==> src/sdb_regs.svh <==
// Constants of the delta-sigma bitstream port: timing counts and coding.
// Assumes the system clock mclk runs at 100 MHz.
`ifndef SDB_REGS_SVH
`define SDB_REGS_SVH

// System clock
`define SDB_MCLK_PERIOD_NS  10
`define SDB_MCLK_FREQ_KHZ   100000

// Modulator clock and stream
`define SDB_MOD_CLK_KHZ     2048
`define SDB_MOD_HALF_CYCLES (`SDB_MCLK_FREQ_KHZ / (2 * `SDB_MOD_CLK_KHZ))
`define SDB_MOD_PER_BIT     4
`define SDB_BIT_RATE_KBPS   512
`define SDB_BIT_PERIOD_NS   1953

// Power-down after clock loss
`define SDB_PD_TIME_NS      40000
`define SDB_PD_CYCLES       ((`SDB_PD_TIME_NS + `SDB_MCLK_PERIOD_NS - 1) / `SDB_MCLK_PERIOD_NS)

// Recovery from instability, in modulator clock cycles
`define SDB_RECOVER_MODCLKS 32

// Input coding: full scale of the signed 24-bit level, over-range at 5 %
`define SDB_FULL_SCALE      32'sh0040_0000
`define SDB_OVER_RANGE      32'sh0043_3333
// Idle-tone offset, -60 mV of 2.5 V full scale
`define SDB_IDLE_OFFSET     32'sh0001_8937
// Loop feedback level; input gain 23/8 gives 86 % / 14 % at full scale
`define SDB_FEEDBACK        32'sh0100_0000
`define SDB_GAIN_NUM        32'sh0000_0017
`define SDB_GAIN_SHIFT      3

// Decimation: window of stream bits and code gain per net one
`define SDB_DECIM_BITS      4096
`define SDB_DECIM_GAIN      2068

`endif

==> src/sdb_pkg.sv <==
// Types shared by both ends of the bitstream port.
// Assumes sdb_regs.svh for the numeric constants.
package sdb_pkg;

  typedef enum logic [1:0] {
    SDB_ST_DOWN  = 2'b00,
    SDB_ST_ARMED = 2'b01,
    SDB_ST_RUN   = 2'b11
  } sdb_state_t;

  typedef struct packed {
    logic               clk_s1;
    logic               clk_s2;
    logic               clk_s3;
    logic               sync_s1;
    logic               sync_s2;
    logic               sync_cap;
    logic               sync_prev;
    sdb_state_t         state;
    logic [11:0]        idle_cnt;
    logic [1:0]         phase;
    logic signed [31:0] int1;
    logic signed [31:0] int2;
    logic               unstable;
    logic [5:0]         ok_cnt;
    logic               stream_bit;
    logic               flag;
    logic               instant;
  } sdb_mod_state_t;

  typedef struct packed {
    logic [7:0]         div_cnt;
    logic               mod_clk;
    logic               sync_pend;
    logic               sync_out;
    logic               aligned;
    logic [1:0]         phase;
    logic               bit_s1;
    logic               bit_s2;
    logic               flag_s1;
    logic               flag_s2;
    logic [12:0]        ones;
    logic [12:0]        bits;
    logic [12:0]        ones_count;
    logic signed [23:0] raw;
    logic signed [23:0] offset;
    logic signed [23:0] result;
    logic               result_valid;
  } sdb_filt_state_t;

endpackage

==> src/sdb_link_if.sv <==
// Link between the modulator and its decimating filter.
// Assumes both ends run on the same mclk; the filter makes the modulator clock.
interface sdb_link_if;
  logic mod_clk;
  logic sync;
  logic stream_bit;
  logic overrange_error_flag;

  modport modulator (
    input  mod_clk,
    input  sync,
    output stream_bit,
    output overrange_error_flag
  );

  modport filter (
    output mod_clk,
    output sync,
    input  stream_bit,
    input  overrange_error_flag
  );
endinterface

==> src/sdb_modulator.sv <==
// Modulator end: samples the link clock and sync, emits the one-bit stream.
// Assumes mod_clk and sync come from another chip and are synchronised here.
`include "sdb_regs.svh"

// Contract
// - Filter supplies clock, sync; takes stream, flag
// - Clock stopped means automatic power-down
// - Power-down completes 40 us after clock stops
// - Sync valid around, captured on, falling edge
// - Next rising edge is the sync instant
// - Stream rate 512 kbit/s at nominal clock
// - Each bit held one 1953 ns period
// - Ones density tracks input linearly
// - Density is ones over total bits
// - Density 50 %, 86 %, 14 % at scale points
// - Filter decimates stream to 24-bit words
// - Corrected codes A2EBE0, 000000, 5D1420
// - Uncorrected -60 mV codes 5AD840/FDC420/A527C0
// - Uncorrected -35 mV codes 5BC688/FEB268/A43978
// - Filter makes modulator clock near 2.048 MHz
// - Sync rising edge restarts conversion sequencing
// - Instability: first-order fallback, flag rises
// - Recover after 32 in-range clock cycles
module sdb_modulator #(
  parameter int          PD_CYCLES = `SDB_PD_CYCLES,
  parameter int          RECOVER   = `SDB_RECOVER_MODCLKS
) (
  input  wire logic               mclk,
  input  wire logic               reset,
  sdb_link_if.modulator           link,
  input  wire logic signed [23:0] analog_level,
  input  wire logic               idle_tone_offset_enable,
  output logic                    powered_down,
  output logic                    sync_instant
);

  sdb_pkg::sdb_mod_state_t q;
  sdb_pkg::sdb_mod_state_t next_q;

  // Scaled loop input from the signed level
  function automatic logic signed [31:0] loop_input(input logic signed [31:0] lvl);
    logic signed [31:0] prod;
    prod = lvl * `SDB_GAIN_NUM;
    return prod >>> `SDB_GAIN_SHIFT;
  endfunction

  // Magnitude of a signed word
  function automatic logic signed [31:0] magnitude(input logic signed [31:0] v);
    return (v < 0) ? -v : v;
  endfunction

  logic               clk_rise;
  logic               clk_fall;
  logic               clk_edge;
  logic               sync_rise;
  logic signed [31:0] level;
  logic signed [31:0] u;
  logic signed [31:0] fb;
  logic               over_range;
  logic               new_bit;
  logic signed [31:0] n1;
  logic signed [31:0] n2;

  always_comb begin
    next_q = q;
    // Two-stage synchronisers for the link inputs
    next_q.clk_s1  = link.mod_clk;
    next_q.clk_s2  = q.clk_s1;
    next_q.clk_s3  = q.clk_s2;
    next_q.sync_s1 = link.sync;
    next_q.sync_s2 = q.sync_s1;
    next_q.instant = 1'b0;

    clk_rise  = q.clk_s2 & ~q.clk_s3;
    clk_fall  = ~q.clk_s2 & q.clk_s3;
    clk_edge  = clk_rise | clk_fall;
    sync_rise = 1'b0;

    level = 32'(analog_level);
    if (idle_tone_offset_enable) begin
      level = level - `SDB_IDLE_OFFSET;
      // Offset shares the headroom: clip at the shifted floor
      if (level < `SDB_IDLE_OFFSET - `SDB_FULL_SCALE) begin
        level = `SDB_IDLE_OFFSET - `SDB_FULL_SCALE;
      end
    end
    u          = loop_input(level);
    over_range = magnitude(32'(analog_level)) > `SDB_OVER_RANGE;
    fb         = q.stream_bit ? `SDB_FEEDBACK : -`SDB_FEEDBACK;
    n1         = q.int1;
    n2         = q.int2;
    new_bit    = q.stream_bit;

    // Sync level taken on the falling edge of the link clock
    if (clk_fall) begin
      next_q.sync_cap  = q.sync_s2;
      next_q.sync_prev = q.sync_cap;
      sync_rise        = q.sync_s2 & ~q.sync_cap;
    end

    // Clock-absence timer
    if (clk_edge) begin
      next_q.idle_cnt = '0;
    end else if (q.idle_cnt != 12'(PD_CYCLES)) begin
      next_q.idle_cnt = q.idle_cnt + 12'h0001;
    end

    case (q.state)
      sdb_pkg::SDB_ST_DOWN: begin
        next_q.stream_bit = 1'b0;
        next_q.flag       = 1'b0;
        if (sync_rise) begin
          next_q.state = sdb_pkg::SDB_ST_ARMED;
        end
      end
      sdb_pkg::SDB_ST_ARMED: begin
        if (clk_rise) begin
          // Sync instant: sample timing restarts here
          next_q.state    = sdb_pkg::SDB_ST_RUN;
          next_q.phase    = 2'h0;
          next_q.instant  = 1'b1;
          next_q.int1     = '0;
          next_q.int2     = '0;
          next_q.unstable = 1'b0;
          next_q.ok_cnt   = '0;
          next_q.flag     = 1'b0;
        end
      end
      sdb_pkg::SDB_ST_RUN: begin
        if (sync_rise) begin
          next_q.state = sdb_pkg::SDB_ST_ARMED;
        end else if (clk_rise) begin
          next_q.phase = q.phase + 2'h1;
          // Stability watch, counted in link clock cycles
          if (over_range) begin
            next_q.unstable = 1'b1;
            next_q.ok_cnt   = '0;
          end else if (q.unstable) begin
            if (q.ok_cnt == 6'(RECOVER - 1)) begin
              next_q.unstable = 1'b0;
              next_q.ok_cnt   = '0;
              next_q.int1     = '0;
              next_q.int2     = '0;
            end else begin
              next_q.ok_cnt = q.ok_cnt + 6'h01;
            end
          end
          next_q.flag = over_range | (q.unstable & (q.ok_cnt != 6'(RECOVER - 1)));
          // New bit on each fourth rising edge, held until the next
          if (q.phase == 2'h3) begin
            if (q.unstable | over_range) begin
              // First-order fallback loop
              n1      = q.int1 + u - fb;
              n2      = '0;
              new_bit = n1 >= 0;
            end else begin
              // Second-order loop
              n1      = q.int1 + u - fb;
              n2      = q.int2 + n1 - fb;
              new_bit = n2 >= 0;
            end
            next_q.int1       = n1;
            next_q.int2       = n2;
            next_q.stream_bit = new_bit;
          end
        end
      end
      default: begin
        next_q.state = sdb_pkg::SDB_ST_DOWN;
      end
    endcase

    // Clock gone too long: power down on its own
    if (!clk_edge && q.idle_cnt == 12'(PD_CYCLES - 1)) begin
      next_q.state      = sdb_pkg::SDB_ST_DOWN;
      next_q.stream_bit = 1'b0;
      next_q.flag       = 1'b0;
      next_q.int1       = '0;
      next_q.int2       = '0;
      next_q.unstable   = 1'b0;
      next_q.ok_cnt     = '0;
    end
  end

  always_ff @(posedge mclk) begin
    if (reset) begin
      q.clk_s1     <= 1'b0;
      q.clk_s2     <= 1'b0;
      q.clk_s3     <= 1'b0;
      q.sync_s1    <= 1'b0;
      q.sync_s2    <= 1'b0;
      q.sync_cap   <= 1'b0;
      q.sync_prev  <= 1'b0;
      q.state      <= sdb_pkg::SDB_ST_DOWN;
      q.idle_cnt   <= 12'h000;
      q.phase      <= 2'h0;
      q.int1       <= 32'sh0000_0000;
      q.int2       <= 32'sh0000_0000;
      q.unstable   <= 1'b0;
      q.ok_cnt     <= 6'h00;
      q.stream_bit <= 1'b0;
      q.flag       <= 1'b0;
      q.instant    <= 1'b0;
    end else begin
      q <= next_q;
    end
  end

  // Stream and flag out to the filter
  assign link.stream_bit           = q.stream_bit;
  assign link.overrange_error_flag = q.flag;
  assign powered_down              = (q.state == sdb_pkg::SDB_ST_DOWN);
  assign sync_instant              = q.instant;

endmodule // sdb_modulator

==> src/flat_wrapper.sv <==
// flat-port wrapper written by rule: the top's interface ports become plain ports
module sdb_modulator_flat 
#(
  parameter int          PD_CYCLES = `SDB_PD_CYCLES,
  parameter int          RECOVER   = `SDB_RECOVER_MODCLKS
)
  (mclk, reset, analog_level, idle_tone_offset_enable, powered_down, sync_instant, link_mod_clk, link_sync, link_stream_bit, link_overrange_error_flag);
  sdb_link_if link_i ();
  input  wire logic mclk;
  input  wire logic reset;
  input  wire logic signed [23:0] analog_level;
  input  wire logic idle_tone_offset_enable;
  output logic powered_down;
  output logic sync_instant;
  input wire logic [$bits(link_i.mod_clk)-1:0] link_mod_clk;
  input wire logic [$bits(link_i.sync)-1:0] link_sync;
  output wire logic [$bits(link_i.stream_bit)-1:0] link_stream_bit;
  output wire logic [$bits(link_i.overrange_error_flag)-1:0] link_overrange_error_flag;
  assign link_i.mod_clk = link_mod_clk;
  assign link_i.sync = link_sync;
  assign link_stream_bit = link_i.stream_bit;
  assign link_overrange_error_flag = link_i.overrange_error_flag;
  sdb_modulator #(.PD_CYCLES(PD_CYCLES), .RECOVER(RECOVER)) u_core (.mclk(mclk), .reset(reset), .link(link_i), .analog_level(analog_level), .idle_tone_offset_enable(idle_tone_offset_enable), .powered_down(powered_down), .sync_instant(sync_instant));
endmodule
==> config.mk <==
export PLATFORM = sky130hd
export DESIGN_NAME = sdb_modulator_flat
export DESIGN_NICKNAME = d
export VERILOG_FILES = /design/src/sdb_pkg.sv /design/src/sdb_link_if.sv /design/src/sdb_modulator.sv /design/src/flat_wrapper.sv
export VERILOG_INCLUDE_DIRS = /design/src
export SDC_FILE = /design/constraint.sdc
export NUM_CORES = 1
export LEC_CHECK = 0
export ABC_AREA = 1
export ABC_CLOCK_PERIOD_IN_PS = 9700
export CAP_MARGIN = 20
export CORE_MARGIN = 2
export CORE_UTILIZATION = 30
export CTS_CLUSTER_DIAMETER = 120
export DETAILED_ROUTE_END_ITERATION = 7
export DONT_BUFFER_PORTS = 1
export HOLD_SLACK_MARGIN = 0.06
export SYNTH_ARGS = -nofsm -noshare
export SYNTH_HDL_FRONTEND = slang
export SYNTH_SLANG_ARGS = --single-unit
==> constraint.sdc <==
create_clock -name mclk -period 9.7 [get_ports mclk]
set_clock_uncertainty 0.1 [all_clocks]
set_input_delay 0 -clock mclk [delete_from_list [all_inputs] [get_ports mclk]]
set_output_delay 0 -clock mclk [all_outputs]
set_load 0.005 [all_outputs]
==> impl_metrics.py <==
metrics = {
    "detailed_routing": {
        "vias": 13805,
        "postRouteAntennaNets": 0,
        "wl_per_cell_um": 11.92,
        "wirelength_mm": 36.44,
        "detailedRoute.firstIterationViolations": 613,
        "drt_pre_antenna_iters": 5,
        "vias_per_cell": 4.514,
        "drc": 0,
    },
    "logic_synthesis": {
        "syn_area_um2": 14500,
        "synth.distinct_cells": 46,
        "synth_warnings": 0,
        "synth_ff_type": "dfxtp_1",
        "ys_ff_latch": 96,
        "synth-async-reset-ratio_pct": 0,
        "synth_edf_count": 0,
        "netlist_instances": 2364,
        "yosysSeqAreaShare_pct": 13.25,
        "syn_avg_cell_area_um2": 6.134,
        "syn_nets": 2631,
    },
    "floorplan": {
        "ios": 33,
        "rows": 80,
        "die_width_um": 223.9,
        "initial_core_util_pct": 30.37,
        "core_area_um2": 47750,
        "dieArea_um2": 50110,
        "die_h_um": 223.9,
    },
    "setup_path": {
        "cp_top_family": "adder cells",
        "startpoint_type": "input pin",
        "rr_startpoint": "u_core.link.stream_bit$_SDFFE_PP0P_",
        "reg2reg_slack_ps": 4570,
        "startpoint": "analog_level[0]",
        "crit_fanout": 13,
        "cp-endpoint": "u_core.q[40]$_SDFFE_PP0P_",
        "reg2reg_to": "u_core.q[40]$_SDFFE_PP0P_",
        "critPathKind": "in -> reg",
        "worstPathRequired_ps": 9860,
        "max_stage_delay_ps": 540,
        "endpoint_kind": "register",
        "slowest_stage": "fa_1",
        "cp_num_cells": 55,
        "cp.arrival_ps": 9210,
        "r2r_cells": 22,
        "crit_buf_inv": 11,
    },
    "finish": {
        "layout_common_cells": "550 x inv_1, 503 x nand2_1, 256 x nor2_1, 182 x ha_1, 128 x a21oi_1",
        "fillers": 5212,
        "syn2layout_area_growth_pct": 15.09,
        "final_common_cell": "inv_1",
        "drive_above_1_share_pct": 10.19,
        "final_cell_area_um2": 16690,
        "layout.nets": 2705,
        "diodes": 0,
        "finalNonFillerCells": 3058,
        "final_util_pct": 34.96,
    },
    "placement": {
        "gp_congestion": 0.8679,
        "dp_cells": 3035,
        "place_area_um2": 15800,
        "port-buffer-count": 0,
        "place_hpwl_mm": 28.49,
    },
    "sta": {
        "fin_crit_ps": 9050,
        "hold_violations": 0,
        "fin_crit_sh_pct": 93.30,
        "fmax_ghz": 0.1105,
        "holdWs_ps": 158.0,
        "setup_viol": 0,
        "slew-limit-headroom_pct": 33.66,
        "tightest_slew_ps": 995.0,
        "slew_viol_final": 0,
    },
    "global_routing": {
        "grt_use_total_pct": 14.76,
        "grt_pass1_wl_mm": 61.97,
        "grt_antenna_before_repair": 0,
        "grt_pass1_vias": 13456,
        "overflow": 0,
        "grt_max_degree": 87,
    },
    "clock_network": {
        "insertion_delay_ps": 370,
        "clockBufferDepth": 2,
        "cts_root_buf": "clkbuf_16",
        "cts_tree": "yes",
        "h-tree-depth": 3,
        "clkTransAtPathRegs_ps": 80,
        "cts_sinks": 96,
        "cts_buffers": 9,
    },
    "run_status": {
        "run_status": "complete, no violations",
    },
    "hold_path": {
        "hp-start": "reset",
        "hold_path.class": "in -> reg",
    },
    "run": {
        "drv_cap": 0,
    },
}
-- tightest hold or removal path, cell delays in order --
cell and delay (ps):
a31oi_4 10, buf_4 360, nand2_1 160, nor2_1 30
-- layer usage --
| layer | track usage (%) | routed length [µm] | vias up |
|---|---|---|---|
| met5 | 0 | 0 | - |
| met4 | 4.516 | 909 | 0 |
| met1 | 18.33 | 17060 | 6100 |
| li1 | - | - | 7470 |
| met3 | 1.535 | 1035 | 50 |
| met2 | 26.70 | 17430 | 185 |
-- timing repair --
| action | CTS | global route |
|---|---|---|
| buffers inserted | 0 | 4 |
| hold buffers | 3 | 0 |
| resized for setup | 0 | 116 |
| endpoints found under the setup margin | 0 | 16 |
| hold endpoints to repair | 15 | 0 |
-- Yosys cell counts (31+ instances only) --
cell | number | share of area [%]
xor2_1 | 77 | 4.7
nand2_1 | 511 | 13
nand4_1 | 33 | 1.4
ha_1 | 193 | 17
dfxtp_1 | 96 | 13
nand3_1 | 126 | 4.3
xnor2_1 | 31 | 1.9
a21oi_1 | 143 | 4.9
fa_1 | 45 | 6.2
nor2_1 | 262 | 6.8
inv_1 | 553 | 14
o21ai_0 | 83 | 2.9
-- through the flow --
step,setup slack (ps),setup TNS (ps)
after floorplan,69.41,0
after global placement,-111.1,-316.6
after detailed placement,-179.3,-778.6
after CTS,129.9,0
after global routing,-91.26,-189.8
final,650.3,0
-- kinds of logic (layout without fill, tap and decap cells) --
logic type | Yosys count | in the layout | synth area share, %
and+or+nand+nor | 1007 | 1007 | 29.19
xor gates and xnor gates | 109 | 109 | 6.678
adders and majority gates | 238 | 238 | 22.86
buffers and inverters | 607 | 686 | 16.28
AOI/OAI and AO/OA | 307 | 307 | 11.73
DFF | 96 | 96 | 13.25
-- state kept, by name, summed over array words and instances (netlist names) --
name	flops
u_core.link.overrange_error_flag	1
u_core.link.stream_bit	1
u_core.q	90
u_core.sync_instant	1
u_core.next_q	3
-- layout make-up --
type,count,area (µm²),area share (%)
Inverter,561,2106,12.62
Clock inverter,7,75.07,0.4498
Multi-Input combinational cell,1661,10760,64.44
Sequential cell,96,1922,11.52
Timing Repair Buffer,109,837.1,5.015
Tap cell,615,769.5,4.611
Clock buffer,9,225.2,1.349
-- worst min-delay path by stage --
stage,endpoint,cells after the start
CTS,u_core.q[69]$_SDFFE_PP0P_,4
global placement,u_core.q[75]$_SDFFE_PP0P_,1
floorplan,u_core.next_q[92]$_SDFF_PP0_,2
global route,u_core.next_q[95]$_SDFF_PP0_,3
detailed placement,u_core.q[91]$_SDFFE_PP0P_,1
finish,u_core.q[38]$_SDFFE_PP0P_,4
Power is not shown: default switching activity piles up to over one toggle a cycle in this logic, so the estimate is an artifact.
